--- src/dba_pkg.sv ---
/*
 * Shared types and constants for the data bus arbiter.
 * Assumes a single 10 MHz system clock; all counts are derived from it.
 */
package dba_pkg;

    // ----------------------------------------------------------------
    // Levels and timing
    // ----------------------------------------------------------------
    localparam int DBA_LEVELS = 4;
    localparam logic [1:0] DBA_TOP_LEVEL = 2'h3;
    localparam int DBA_CLK_NS = 100;
    // Withdraw an unanswered grant after this time; a least time, so round up
    localparam int DBA_TIMEOUT_NS = 20000;
    localparam int DBA_TIMEOUT_CYC = (DBA_TIMEOUT_NS + DBA_CLK_NS - 1) / DBA_CLK_NS;
    localparam int DBA_TMR_W = 16;

    // ----------------------------------------------------------------
    // Reset values
    // ----------------------------------------------------------------
    localparam logic [3:0] DBA_GRANT_RST = 4'hf;
    localparam logic [3:0] DBA_REQ_RST = 4'hf;
    localparam logic [1:0] DBA_LAST_RST = 2'h0;
    localparam logic [DBA_TMR_W-1:0] DBA_TMR_RST = 16'h0000;

    // ----------------------------------------------------------------
    // Enumerations
    // ----------------------------------------------------------------
    typedef enum logic [1:0] {
        DBA_ST_IDLE = 2'h0,
        DBA_ST_OFFER = 2'h1,
        DBA_ST_HELD = 2'h3
    } dba_state_t;

    typedef enum logic [1:0] {
        DBA_MODE_PRI = 2'h0,
        DBA_MODE_RRS = 2'h1,
        DBA_MODE_SGL = 2'h2,
        DBA_MODE_MIX = 2'h3
    } dba_mode_t;

    // ----------------------------------------------------------------
    // Module state
    // ----------------------------------------------------------------
    typedef struct packed {
        logic [3:0] req_meta_n;
        logic [3:0] req_sync_n;
        logic busy_meta_n;
        logic busy_sync_n;
        dba_state_t state;
        logic [3:0] grant_n;
        logic clear_n;
        logic [1:0] last_lvl;
        logic [DBA_TMR_W-1:0] timer;
    } dba_regs_t;

endpackage

--- src/dba_arbiter.sv ---
/*
 * Slot-one arbiter for the shared data transfer bus: samples the four
 * request levels and bus busy, issues one grant onto the daisy chains,
 * and raises bus clear when another request waits (prioritized: only a higher one; single-level: never).
 * Assumes requesters pass unused grant levels downstream and answer a
 * grant by pulling bus busy low; the bus inputs are active low and async.
 */
//
// Functional notes
// - Only one board owns the bus at any time; one grant at once.
// - Arbitration bus has six bused lines and four grant chains.
// - Request and grant levels are numbered zero through three.
// - Grant out of slot n feeds grant in of slot n plus one.
// - Prioritized mode: fixed priority, level three highest, zero lowest.
// - Round-robin: after granting n, level n minus one ranks highest next.
// - Single-level mode accepts only level three; chain picks the board.
// - Other schemes allowed: level three fixed, round-robin over zero to two.
// - Busy high with requests pending: grant the level the scheme picks.
// - No new grant before busy rises again, except after a timeout.
`timescale 1ns/1ps

module dba_arbiter #(
    parameter int TIMEOUT_CYC = dba_pkg::DBA_TIMEOUT_CYC
) (
    input wire logic clk_sys,
    input wire logic resetn,
    input wire logic [3:0] bus_req_n,
    input wire logic bus_busy_n,
    input wire dba_pkg::dba_mode_t arb_mode,
    output logic [3:0] bus_grant_n,
    output logic bus_clear_n
);

    localparam logic [dba_pkg::DBA_TMR_W-1:0] TMR_LAST = dba_pkg::DBA_TMR_W'(TIMEOUT_CYC - 1);

    // ----------------------------------------------------------------
    // Level selection
    // ----------------------------------------------------------------
    // Scan downward from start, wrapping; returns {found, level}
    function automatic logic [2:0] dba_pick(input logic [3:0] req, input logic [1:0] start);
        logic [2:0] res;
        logic [1:0] lvl;
        res = 3'h0;
        lvl = start;
        for (int i = 0; i < dba_pkg::DBA_LEVELS; i++) begin
            if (!res[2] && req[lvl]) begin
                res = {1'b1, lvl};
            end
            lvl = lvl - 2'h1;
        end
        return res;
    endfunction

    dba_pkg::dba_regs_t st_r;
    dba_pkg::dba_regs_t st_nxt;
    logic [3:0] req_act;
    logic [2:0] choice;
    logic [1:0] mix_start;

    assign req_act = ~st_r.req_sync_n;

    always_comb begin
        // Rotation start within levels zero to two for the mixed scheme
        mix_start = (st_r.last_lvl == 2'h0 || st_r.last_lvl == 2'h3) ? 2'h2 : st_r.last_lvl - 2'h1;
        unique case (arb_mode)
            dba_pkg::DBA_MODE_PRI: begin
                choice = dba_pick(req_act, dba_pkg::DBA_TOP_LEVEL);
            end
            dba_pkg::DBA_MODE_RRS: begin
                choice = dba_pick(req_act, st_r.last_lvl - 2'h1);
            end
            dba_pkg::DBA_MODE_SGL: begin
                choice = {req_act[3], dba_pkg::DBA_TOP_LEVEL};
            end
            dba_pkg::DBA_MODE_MIX: begin
                // Level three first, then a rotation that never includes it
                if (req_act[3]) begin
                    choice = {1'b1, dba_pkg::DBA_TOP_LEVEL};
                end else begin
                    choice = dba_pick({1'b0, req_act[2:0]}, mix_start);
                end
            end
        endcase
    end

    // ----------------------------------------------------------------
    // Next state
    // ----------------------------------------------------------------
    always_comb begin
        st_nxt = st_r;
        // Two-stage synchronisers; only the second stage is looked at
        st_nxt.req_meta_n = bus_req_n;
        st_nxt.req_sync_n = st_r.req_meta_n;
        st_nxt.busy_meta_n = bus_busy_n;
        st_nxt.busy_sync_n = st_r.busy_meta_n;
        st_nxt.clear_n = 1'b1;
        unique case (st_r.state)
            dba_pkg::DBA_ST_IDLE: begin
                st_nxt.timer = dba_pkg::DBA_TMR_RST;
                // Decide on live request levels once the bus is free
                if (st_r.busy_sync_n && choice[2]) begin
                    st_nxt.state = dba_pkg::DBA_ST_OFFER;
                    // Drive exactly one slot-one grant line onto its chain
                    st_nxt.grant_n = ~(4'h1 << choice[1:0]);
                    st_nxt.last_lvl = choice[1:0];
                end
            end
            dba_pkg::DBA_ST_OFFER: begin
                st_nxt.timer = st_r.timer + 16'h0001;
                if (!st_r.busy_sync_n) begin
                    // Owner has taken the bus; grant can drop
                    st_nxt.state = dba_pkg::DBA_ST_HELD;
                    st_nxt.grant_n = dba_pkg::DBA_GRANT_RST;
                end else if (st_r.timer == TMR_LAST) begin
                    // Nobody answered: withdraw and arbitrate afresh
                    st_nxt.state = dba_pkg::DBA_ST_IDLE;
                    st_nxt.grant_n = dba_pkg::DBA_GRANT_RST;
                end
            end
            dba_pkg::DBA_ST_HELD: begin
                // Only the rising edge of busy reopens arbitration
                if (st_r.busy_sync_n) begin
                    st_nxt.state = dba_pkg::DBA_ST_IDLE;
                end
                // Tell the owner a higher level (prioritized) or any other level waits, never in single-level mode; it may finish at leisure
                unique case (arb_mode)
                    dba_pkg::DBA_MODE_PRI: begin
                        st_nxt.clear_n = (req_act >> st_r.last_lvl) <= 4'h1;
                    end
                    dba_pkg::DBA_MODE_SGL: begin
                        st_nxt.clear_n = 1'b1;
                    end
                    default: begin
                        st_nxt.clear_n = (req_act & ~(4'h1 << st_r.last_lvl)) == 4'h0;
                    end
                endcase
            end
            default: begin
                st_nxt.state = dba_pkg::DBA_ST_IDLE;
                st_nxt.grant_n = dba_pkg::DBA_GRANT_RST;
            end
        endcase
    end

    always_ff @(posedge clk_sys) begin
        if (!resetn) begin
            st_r.req_meta_n <= dba_pkg::DBA_REQ_RST;
            st_r.req_sync_n <= dba_pkg::DBA_REQ_RST;
            st_r.busy_meta_n <= 1'b1;
            st_r.busy_sync_n <= 1'b1;
            st_r.state <= dba_pkg::DBA_ST_IDLE;
            st_r.grant_n <= dba_pkg::DBA_GRANT_RST;
            st_r.clear_n <= 1'b1;
            st_r.last_lvl <= dba_pkg::DBA_LAST_RST;
            st_r.timer <= dba_pkg::DBA_TMR_RST;
        end else begin
            st_r <= st_nxt;
        end
    end

    assign bus_grant_n = st_r.grant_n;
    assign bus_clear_n = st_r.clear_n;

    logic [3:0] gnt_act;
    logic offer_start;
    assign gnt_act = ~st_r.grant_n;
    // Idle clears the timer, so a zero count marks the first offer cycle
    assign offer_start = (st_r.state == dba_pkg::DBA_ST_OFFER) && (st_r.timer == dba_pkg::DBA_TMR_RST);
endmodule

--- config.mk ---
export PLATFORM = sky130hd
export DESIGN_NAME = dba_arbiter
export DESIGN_NICKNAME = d
export VERILOG_FILES = /design/src/dba_pkg.sv /design/src/dba_arbiter.sv
export SDC_FILE = /design/constraint.sdc
export NUM_CORES = 1
export LEC_CHECK = 0
export BUFFER_PORTS_ARGS = -buffer_cell sky130_fd_sc_hd__buf_4
export CAP_MARGIN = 20
export CORE_ASPECT_RATIO = 0.9
export CORE_MARGIN = 10
export CORE_UTILIZATION = 54
export CTS_CLUSTER_DIAMETER = 80
export DETAILED_ROUTE_END_ITERATION = 16
export HOLD_SLACK_MARGIN = 0.02
export PLACE_DENSITY = 0.73
export SKIP_CTS_REPAIR_TIMING = 1
export SLEW_MARGIN = 20
export SYNTH_ARGS = -nofsm -noshare
export SYNTH_HDL_FRONTEND = slang
export SYNTH_SLANG_ARGS = --single-unit
--- constraint.sdc ---
create_clock -name clk_sys -period 5.25 [get_ports clk_sys]
set_input_delay 0 -clock clk_sys [delete_from_list [all_inputs] [get_ports clk_sys]]
set_output_delay 0 -clock clk_sys [all_outputs]
set_load 0.05 [all_outputs]
==> impl_metrics.ini, run 1 <==
[run_status]
status = complete, no violations

[final_layout]
utilization_pct = 63.6
design_area_um2 = 2180
antenna_cells = 0
multiInputGateArea_um2 = 1120
syn_to_final_growth_pct = 12.0
fillCellCount = 305
drive_gt1_share_pct = 11.1
final_cells = 287
regArea_um2 = 701
nets = 258

[placed_design]
dpl.hpwl_um = 2670
place_area_um2 = 1990
place.gp.congestion = 0.903
io_buffers = 13
post-place-cells = 269
dp_slack_ns = 2.81

[clock_network]
cts_root_buf = clkbuf_8
clk_transition_reported_paths_ns = 0.07
cts_tree = done
cts.path.max_buffers = 2
htreeDepth = 2
clk-insertion-delay-late_ns = 0.28
cts_inserted_buffers = 5
cts.sinks = 35

[logic_synthesis]
yosys.area.top_type = dfxtp_1
synth_nets = 246
yosysWarnings = 0
ys_seq_area_share_pct = 36.0
synth_common_cells = dfxtp_1 (35), nor2_1 (24), a21oi_1 (16), nand2_1 (16), nand2b_1 (14)
synth.area.top_cells = dfxtp_1 (36%), nor2_1 (4.6%), ha_1 (4.5%)
syn_area_um2 = 1950
yosysMostFrequentCell = dfxtp_1
ys_ff_latch = 35
ys_types = 49
synth_edf_count = 0
avgSynthCellArea_um2 = 8.46
yosysTopAreaCellShare_pct = 36.0
ys.flop_type = dfxtp_1
asyncSetResetFlopFracSynth_pct = 0
netlist_instances = 230

[timing]
final_hold_viol_count = 0
setup_viol = 0
clock_skew_ns = 0.00351
worstMarginPinSlew_ns = 1.01
setup_slack_ns = 2.77
setup_tns_ns = 0
relSlewSlack_pct = 32.2
fmax_mhz = 403
hold_ws_ns = 0.0816
timing.final.crit_period_ns = 2.48
report.final.slew_viol_count = 0
fin_crit_sh_pct = 47.3
rsz0062_at_grt = false

[die]
num_rows = 20
num_io_pins = 14
die_h_um = 77.0
die_w_um = 83.3
start_util_pct = 56.8
die-area_um2 = 6410
core_um2 = 3430

[critical_path]
arrival_ns = 2.69
path_max_fanout = 12
required_ns = 5.46
worstSetupEndpointType = flip-flop
path_cells = inv_1, ha_1, mux2_2, o221ai_1, nand4_1, a31oi_1, and3b_1, a2bb2oi_1
crit_slowest_cell = ha_1
crit_type = reg -> reg
worst_r2r_path_depth = 8
startpoint_type = flip-flop
slowest_delay_ns = 0.53

[drt]
wirelength_um = 3830
vias_per_cell = 5.60
ant_nets = 0
drt_iter0_drc = 178
num_vias = 1608
first_pass_iters = 4
route.detailed.drc = 0
wl_per_cell_um = 13.3

[global_routing]
grt_use_total_pct = 11.8
first_global_vias = 1410
antenna_found_initial = 0
gr-total-overflow = 0
grt_pass1_wl_um = 6530
grt_max_degree = 21

[min_path]
hold_class = in -> reg
hold_path_depth = 3

[flow_run]
cap_violations = 0

[power]
power.total_mw = 0.603
power_density_nw_per_um2 = 277
vdd_drop_max_mv = 0.206
p_leak_nw = 0.816
-- cell families after synthesis --
logic type / count (synthesis) / synth area share [%]
compound gates: 55 / 19.3
flops: 35 / 36.0
buf+inv: 24 / 6.56
simple gates: 90 / 24.5
xor+xnor: 11 / 4.95
fa+ha+maj: 7 / 4.50
mux: 8 / 4.24
-- per-layer routing --
| layer | global-route usage [%] | vias to the layer above | part of all wire, % |
|---|---|---|---|
| li1 | - | 833 | - |
| met1 | 16.4 | 734 | 53 |
| met2 | 15.9 | 39 | 40 |
| met3 | 4.12 | 2 | 5.4 |
| met4 | 4.76 | 0 | 0.63 |
| met5 | 0 | - | 0 |
-- path summary, 6_finish.rpt --
check	start	to	slack (ns)
max	st_r[16]$_SDFFE_PN0P_	bus_grant_n[3]$_SDFFE_PN1P_	2.77
min	arb_mode[0]	bus_clear_n$_SDFF_PN1_	0.08
max reg2reg	st_r[16]$_SDFFE_PN0P_	bus_grant_n[3]$_SDFFE_PN1P_	2.77
min reg2reg	st_nxt[29]$_SDFF_PN1_	st_r[29]$_SDFF_PN1_	0.41
-- worst max-delay path: cells and delay by family (launching register included) --
| family | cells | cell delay, ns |
|---|---|---|
| AO/OA/AOI/OAI | 3 | 0.56 |
| multiplexers | 1 | 0.38 |
| flip-flops | 1 | 0.44 |
| buffers and inverters | 1 | 0.16 |
| adder cells (fa/ha/maj) | 1 | 0.53 |
| AND/OR/NAND/NOR | 2 | 0.34 |
-- area by class of cell --
type	count	area share, %
sequential	35	32.1
timing repair buffer	23	9.07
clock inverter	2	0.574
inverter	6	1.03
clock buffer	6	3.33
multi-input combinational	171	51.3
tap	44	2.53
-- report_power, final --
group	leakage [nW]	total, mW	switching (mW)	internal (mW)
logic	0.489	0.127	0.0694	0.0579
registers	0.286	0.291	0.0143	0.276
clock network	0.0412	0.186	0.0929	0.0926
total	0.816	0.603	0.177	0.427
-- layout by cell type, fill, tap and decap left out, drive strengths merged, types with 4 or more instances in the layout --
cell	count
nand2b	14
nor2b	7
or3	4
a31oi	4
inv	6
mux2i	6
nand2	16
clkbuf	6
ha	7
a2bb2oi	5
xor2	9
dfxtp	35
and2	4
nor2	24
dlygate4sd3	10
o21ai	10
a21oi	16
nand3	4
buf	13
nand4	6
-- flip-flops by register name (all words and copies together), names as in the netlist --
signal,flops
bus_clear_n,1
st_r,25
bus_grant_n,4
st_nxt,5
Power figures use the tool's default switching activity.
==> run 2: changes to the inputs <==
--- a/config.mk
+++ b/config.mk
@@ -5,6 +5,7 @@
 export SDC_FILE = /design/constraint.sdc
 export NUM_CORES = 1
 export LEC_CHECK = 0
+export ABC_AREA = 1
 export BUFFER_PORTS_ARGS = -buffer_cell sky130_fd_sc_hd__buf_4
 export CAP_MARGIN = 20
 export CORE_ASPECT_RATIO = 0.9
@@ -13,7 +14,7 @@
 export CTS_CLUSTER_DIAMETER = 80
 export DETAILED_ROUTE_END_ITERATION = 16
 export HOLD_SLACK_MARGIN = 0.02
-export PLACE_DENSITY = 0.73
+export PLACE_DENSITY = 0.75
 export SKIP_CTS_REPAIR_TIMING = 1
 export SLEW_MARGIN = 20
 export SYNTH_ARGS = -nofsm -noshare
==> constraint.sdc (replaced) <==
create_clock -name clk_sys -period 2.15 [get_ports clk_sys]
set_input_delay 0 -clock clk_sys [delete_from_list [all_inputs] [get_ports clk_sys]]
set_output_delay 0 -clock clk_sys [all_outputs]
set_load 0.05 [all_outputs]
==> impl_metrics.ini, run 2 <==
[run_status]
status = complete, no violations

[logic_synthesis]
syn_area_um2 = 2050
netlist_instances = 316
ys_seq_area_share_pct = 34.1
avgSynthCellArea_um2 = 6.50
synth-adder-area-share_pct = 4.27
synth_xor_xnor_area_share_pct = 0
ys.flop_type = dfxtp_1
yosysWarnings = 0
synth_top_family_by_area = simple AND/OR/NAND/NOR gates
synth-simple-area-share_pct = 40.3
ys_types = 32
synth.area.top_cells = dfxtp_1 (34%), nand2_1 (17%), nand3_1 (7.3%)
synth_compound_area_share_pct = 11.1
synth_edf_count = 0
synth_mux_area_share_pct = 0
yosysMostFrequentCell = nand2_1
synth_nets = 332
yosysTopAreaCellShare_pct = 34.1
asyncSetResetFlopFracSynth_pct = 0
synth_common_cells = nand2_1 (93), dfxtp_1 (35), inv_1 (30), nand3_1 (30), nor2_1 (22)
ys_ff_latch = 35
yosys.area.top_type = dfxtp_1

[critical_path]
worstSetupEndpointType = flip-flop
cpMostUsedCell = nand2_1
slowest_delay_ns = 0.33
path_delay_family = simple AND/OR/NAND/NOR gates
crit_type = reg -> reg
arrival_ns = 2.25
required_ns = 2.39
startpoint_type = flip-flop
crit_slowest_cell = dfxtp_1
path_cells = buf_4, ha_4, inv_2, nand2_1, nand2_1, a21oi_2, inv_1, nand3_1, nand2_1, nand2_1, nand3_1, a21oi_1, o21ai_1, inv_1
critPathBufInv = 4
path_max_fanout = 5

[die]
start_util_pct = 55.4
die_w_um = 85.0
num_rows = 21
die_h_um = 78.5
die-area_um2 = 6670
num_io_pins = 14
core_um2 = 3700

[global_routing]
gr-total-overflow = 0
first_global_vias = 1724
antenna_found_initial = 0
grt_max_degree = 22
grt_use_total_pct = 14.0
grt_pass1_wl_um = 7890

[power]
power.total_mw = 2.06
intPower_mw = 1.32
pwr-share-comb_pct = 36.5
vdd_drop_max_mv = 0.424
power_density_nw_per_um2 = 834
pwr-share-seq_pct = 34.6
p_sw_share_pct = 36.3
power_switching_mw = 0.750
p_leak_nw = 1.13
power.share.clock_pct = 28.8

[timing]
final_hold_viol_count = 0
relSlewSlack_pct = 63.0
clock_skew_ns = 0.00696
worstMarginPinSlew_ns = 0.555
timing.final.crit_period_ns = 2.01
fmax_mhz = 496
setup_viol = 0
fin_crit_sh_pct = 93.7
setup_tns_ns = 0
report.final.slew_viol_count = 0

[final_layout]
design_area_um2 = 2470
largest_reg_flops = 25
regMostFlops = st_r
regArea_um2 = 702
multiInputGateArea_um2 = 1220
drive_gt1_share_pct = 21.9
antenna_cells = 0
mostFrequentLayoutCells = nand2_1 (91), dfxtp_1 (34), inv_1 (29)
fillCellCount = 334
layout_commonest_cell = nand2_1
nets = 357
syn_to_final_growth_pct = 20.5

[clock_network]
clk-insertion-delay-late_ns = 0.29
cts_inserted_buffers = 5
cts_root_buf = clkbuf_8
htreeDepth = 2
cts_tree = done
cts.sinks = 35
clk_transition_reported_paths_ns = 0.08
cts.path.max_buffers = 2

[placed_design]
place_area_um2 = 2200
place.gp.congestion = 0.940
io_buffers = 13
dpl.hpwl_um = 3480

[drt]
vias_per_cell = 5.24
ant_nets = 0
wirelength_um = 4870
wl_per_cell_um = 12.6
drt_iter0_drc = 160
first_pass_iters = 4
route.detailed.drc = 0
num_vias = 2033

[min_path]
hold_class = in -> reg

[flow_run]
cap_violations = 0
==> run 2: worst min-delay path: cells and delay by family <==
kind                   cells  cell delay, ns
buffers and inverters      2            0.21
AOI/OAI and AO/OA          1            0.09
and+or+nand+nor            1            0.07
==> run 2: layer usage <==
metal  GRT usage (%)  vias up  part of all wire (%)
met5               0        -                     0
met4            4.93        0                   1.1
met3            4.23        8                   7.5
met2            20.2       61                    44
met1            19.1      903                    48
li1                -     1061                     -
==> run 2: power groups by stage <==
stage	clock, mW	combinational [mW]	sequential (mW)
finish	0.596	0.754	0.715
CTS	0.602	0.651	0.712
global route	0.633	0.841	0.721
floorplan	0	0.506	0.722
detailed placement	0	0.649	0.727
global placement	0	0.640	0.725
==> run 2: path summary, 6_finish.rpt <==
| kind | to | depth (start not counted) | start | slack [ns] |
|---|---|---|---|---|
| min reg2reg | st_r[28]$_SDFF_PN1_ | 1 | st_nxt[28]$_SDFF_PN1_ | 0.41 |
| min | bus_clear_n$_SDFF_PN1_ | 4 | arb_mode[0] | 0.10 |
| max reg2reg | st_r[17]$_SDFFE_PN0P_ | 14 | st_r[17]$_SDFFE_PN0P_ | 0.14 |
| max | st_r[17]$_SDFFE_PN0P_ | 14 | st_r[17]$_SDFFE_PN0P_ | 0.14 |
==> run 2: cells by family after synthesis <==
group,count (synthesis)
and+or+nand+nor,183
buffers and inverters,50
AOI/OAI and AO/OA,41
DFF,35
adders and majority gates,7
==> run 2: cell type report <==
cell class | count | area share, %
Timing Repair Buffer | 28 | 9.10
Clock buffer | 5 | 2.78
Multi-Input combinational cell | 231 | 49.4
Inverter | 40 | 6.27
Clock inverter | 3 | 1.77
Tap cell | 46 | 2.33
Sequential cell | 35 | 28.4
==> run 2: metrics by stage <==
step / hold WS, ns / util (%) / setup WS (ns) / cells
global placement: 0.186 / 59.4 / 0.0727 / 372
floorplan: 0.0911 / - / 0.0119 / 316
CTS: -0.116 / 62.4 / -0.0369 / 380
global route: 0.117 / 66.8 / -0.0459 / 388
finish: 0.100 / 66.8 / 0.136 / 388
detailed placement: 0.189 / 59.4 / -0.0183 / 372
==> run 3: changes to the inputs <==
==> config.mk (replaced) <==
export PLATFORM = sky130hd
export DESIGN_NAME = dba_arbiter
export DESIGN_NICKNAME = d
export VERILOG_FILES = /design/src/dba_pkg.sv /design/src/dba_arbiter.sv
export SDC_FILE = /design/constraint.sdc
export NUM_CORES = 1
export LEC_CHECK = 0
export BUFFER_PORTS_ARGS = -buffer_cell sky130_fd_sc_hd__buf_4
export CAP_MARGIN = 20
export CORE_ASPECT_RATIO = 0.9
export CORE_MARGIN = 10
export CORE_UTILIZATION = 53
export CTS_CLUSTER_DIAMETER = 80
export DETAILED_ROUTE_END_ITERATION = 16
export HOLD_SLACK_MARGIN = 0.02
export PLACE_DENSITY = 0.74
export SKIP_CTS_REPAIR_TIMING = 1
export SYNTH_ARGS = -nofsm -noshare
export SYNTH_HDL_FRONTEND = slang
export SYNTH_SLANG_ARGS = --single-unit
==> impl_metrics.ini, run 3 (same netlist as run 1, synthesis figures left out) <==
[drt]
num_vias = 1625
wl_met3_um = 184
wl_per_cell_um = 13.8
wirelength_um = 4120
drt_iter0_drc = 220
m1WireLength_um = 2140
vias_per_cell = 5.45
route.detailed.drc = 0
met2_length_um = 1760
ant_nets = 0
highest_layer = met4
first_pass_iters = 4

[timing]
setup_slack_ns = 0.0670
worstMarginPinSlew_ns = 0.537
setup_viol = 0
fin_crit_sh_pct = 96.9
clock_skew_ns = 0.00587
final_hold_viol_count = 0
relSlewSlack_pct = 64.2
rsz0062_at_grt = true
fmax_mhz = 480
hold_ws_ns = 0.0604
timing.final.crit_period_ns = 2.08
report.final.slew_viol_count = 0

[die]
die_w_um = 83.9
num_io_pins = 14
num_rows = 20
core_um2 = 3450
die-area_um2 = 6500
start_util_pct = 56.4
die_h_um = 77.5

[final_layout]
drive_gt1_share_pct = 18.9
design_area_um2 = 2340
nets = 269
antenna_cells = 0
final_cells = 298
layout_commonest_cell = dfxtp_1
largest_reg_flops = 25
syn_to_final_growth_pct = 20.2
mostFrequentLayoutCells = dfxtp_1 (35), buf_4 (25), nor2_1 (23)
regMostFlops = st_r

[power]
vdd_drop_max_mv = 0.644
pwr-share-seq_pct = 43.2
power.total_mw = 1.62
intPower_mw = 1.16
pwr-share-comb_pct = 25.2
p_leak_nw = 0.887
power.share.clock_pct = 31.6
power_switching_mw = 0.460
p_sw_share_pct = 28.3
power_density_nw_per_um2 = 694

[global_routing]
gr-total-overflow = 0
grt_use_total_pct = 12.2
first_global_vias = 1432
grt_max_degree = 21
antenna_found_initial = 0
grt_pass1_wl_um = 6840

[placed_design]
post-place-cells = 279
dpl.hpwl_um = 2790
place_area_um2 = 2070
dp_slack_ns = -0.0415
place.gp.congestion = 0.883
io_buffers = 13

[critical_path]
path_max_fanout = 7
rrSetupSlack_ns = 0.07
required_ns = 2.36
setup.worst_path.end = bus_grant_n[3]$_SDFFE_PN1P_
worst_r2r_path_depth = 8
arrival_ns = 2.30
startpoint_type = flip-flop
critPathLaunch = st_r[17]$_SDFFE_PN0P_
worstSetupEndpointType = flip-flop
timing.rr.end = bus_grant_n[3]$_SDFFE_PN1P_
crit_type = reg -> reg
r2r_start = st_r[17]$_SDFFE_PN0P_

[clock_network]
cts.path.max_buffers = 2
cts_root_buf = clkbuf_8
cts_inserted_buffers = 5
cts.sinks = 35
clk_transition_reported_paths_ns = 0.07
cts_tree = done
clk-insertion-delay-late_ns = 0.28
htreeDepth = 2

[flow_run]
cap_violations = 0

[min_path]
hold_class = in -> reg

[run_status]
status = complete, no violations
run 3: power groups by stage:
stage | logic (mW) | registers [mW] | clock network, mW
final | 0.410 | 0.702 | 0.513
after detailed placement | 0.343 | 0.716 | 0
after global placement | 0.340 | 0.715 | 0
after CTS | 0.346 | 0.701 | 0.531
after floorplan | 0.258 | 0.707 | 0
after global routing | 0.447 | 0.707 | 0.566
run 3: how the worst min path moves through the flow:
stage	slack (ns)	from	cells past startpoint	to
global route	0.07	arb_mode[0]	3	bus_clear_n$_SDFF_PN1_
global placement	0.18	bus_req_n[3]	2	st_nxt[30]$_SDFF_PN1_
detailed placement	0.19	bus_req_n[2]	2	st_nxt[29]$_SDFF_PN1_
floorplan	0.10	bus_busy_n	1	st_nxt[25]$_SDFF_PN1_
CTS	-0.11	bus_req_n[2]	2	st_nxt[29]$_SDFF_PN1_
finish	0.06	arb_mode[0]	3	bus_clear_n$_SDFF_PN1_
run 3: area by class of cell:
type,count,area (um^2)
multi-input cells,171,1180
fillers,279,1110
flip-flops and latches,35,701
repair buffers,34,278
clock buffers,7,96.3
well taps,44,55.1
inverters,6,22.5
clock inverters,1,7.51
run 3: layer usage:
metal | track usage [%] | vias to the layer above
met3 | 3.44 | 4
met2 | 16.4 | 30
met1 | 17.4 | 734
met5 | 0 | -
met4 | 4.85 | 0
li1 | - | 857
run 3: stage by stage:
stage / util (%) / setup TNS (ns)
2_1_floorplan: - / 0
3_3_place_gp: 59.9 / 0
3_5_place_dp: 59.9 / -0.0919
4_1_cts: 62.9 / -0.148
5_1_grt: 67.8 / -0.252
6_report: 67.8 / 0
run 3: critical path, cell delays in order (launching register included):
cell	delay, ns
dfxtp_1	0.33
inv_1	0.09
ha_4	0.32
mux2i_1	0.27
mux2i_2	0.15
a211o_1	0.28
a31oi_2	0.22
and3b_1	0.22
a2bb2oi_1	0.13
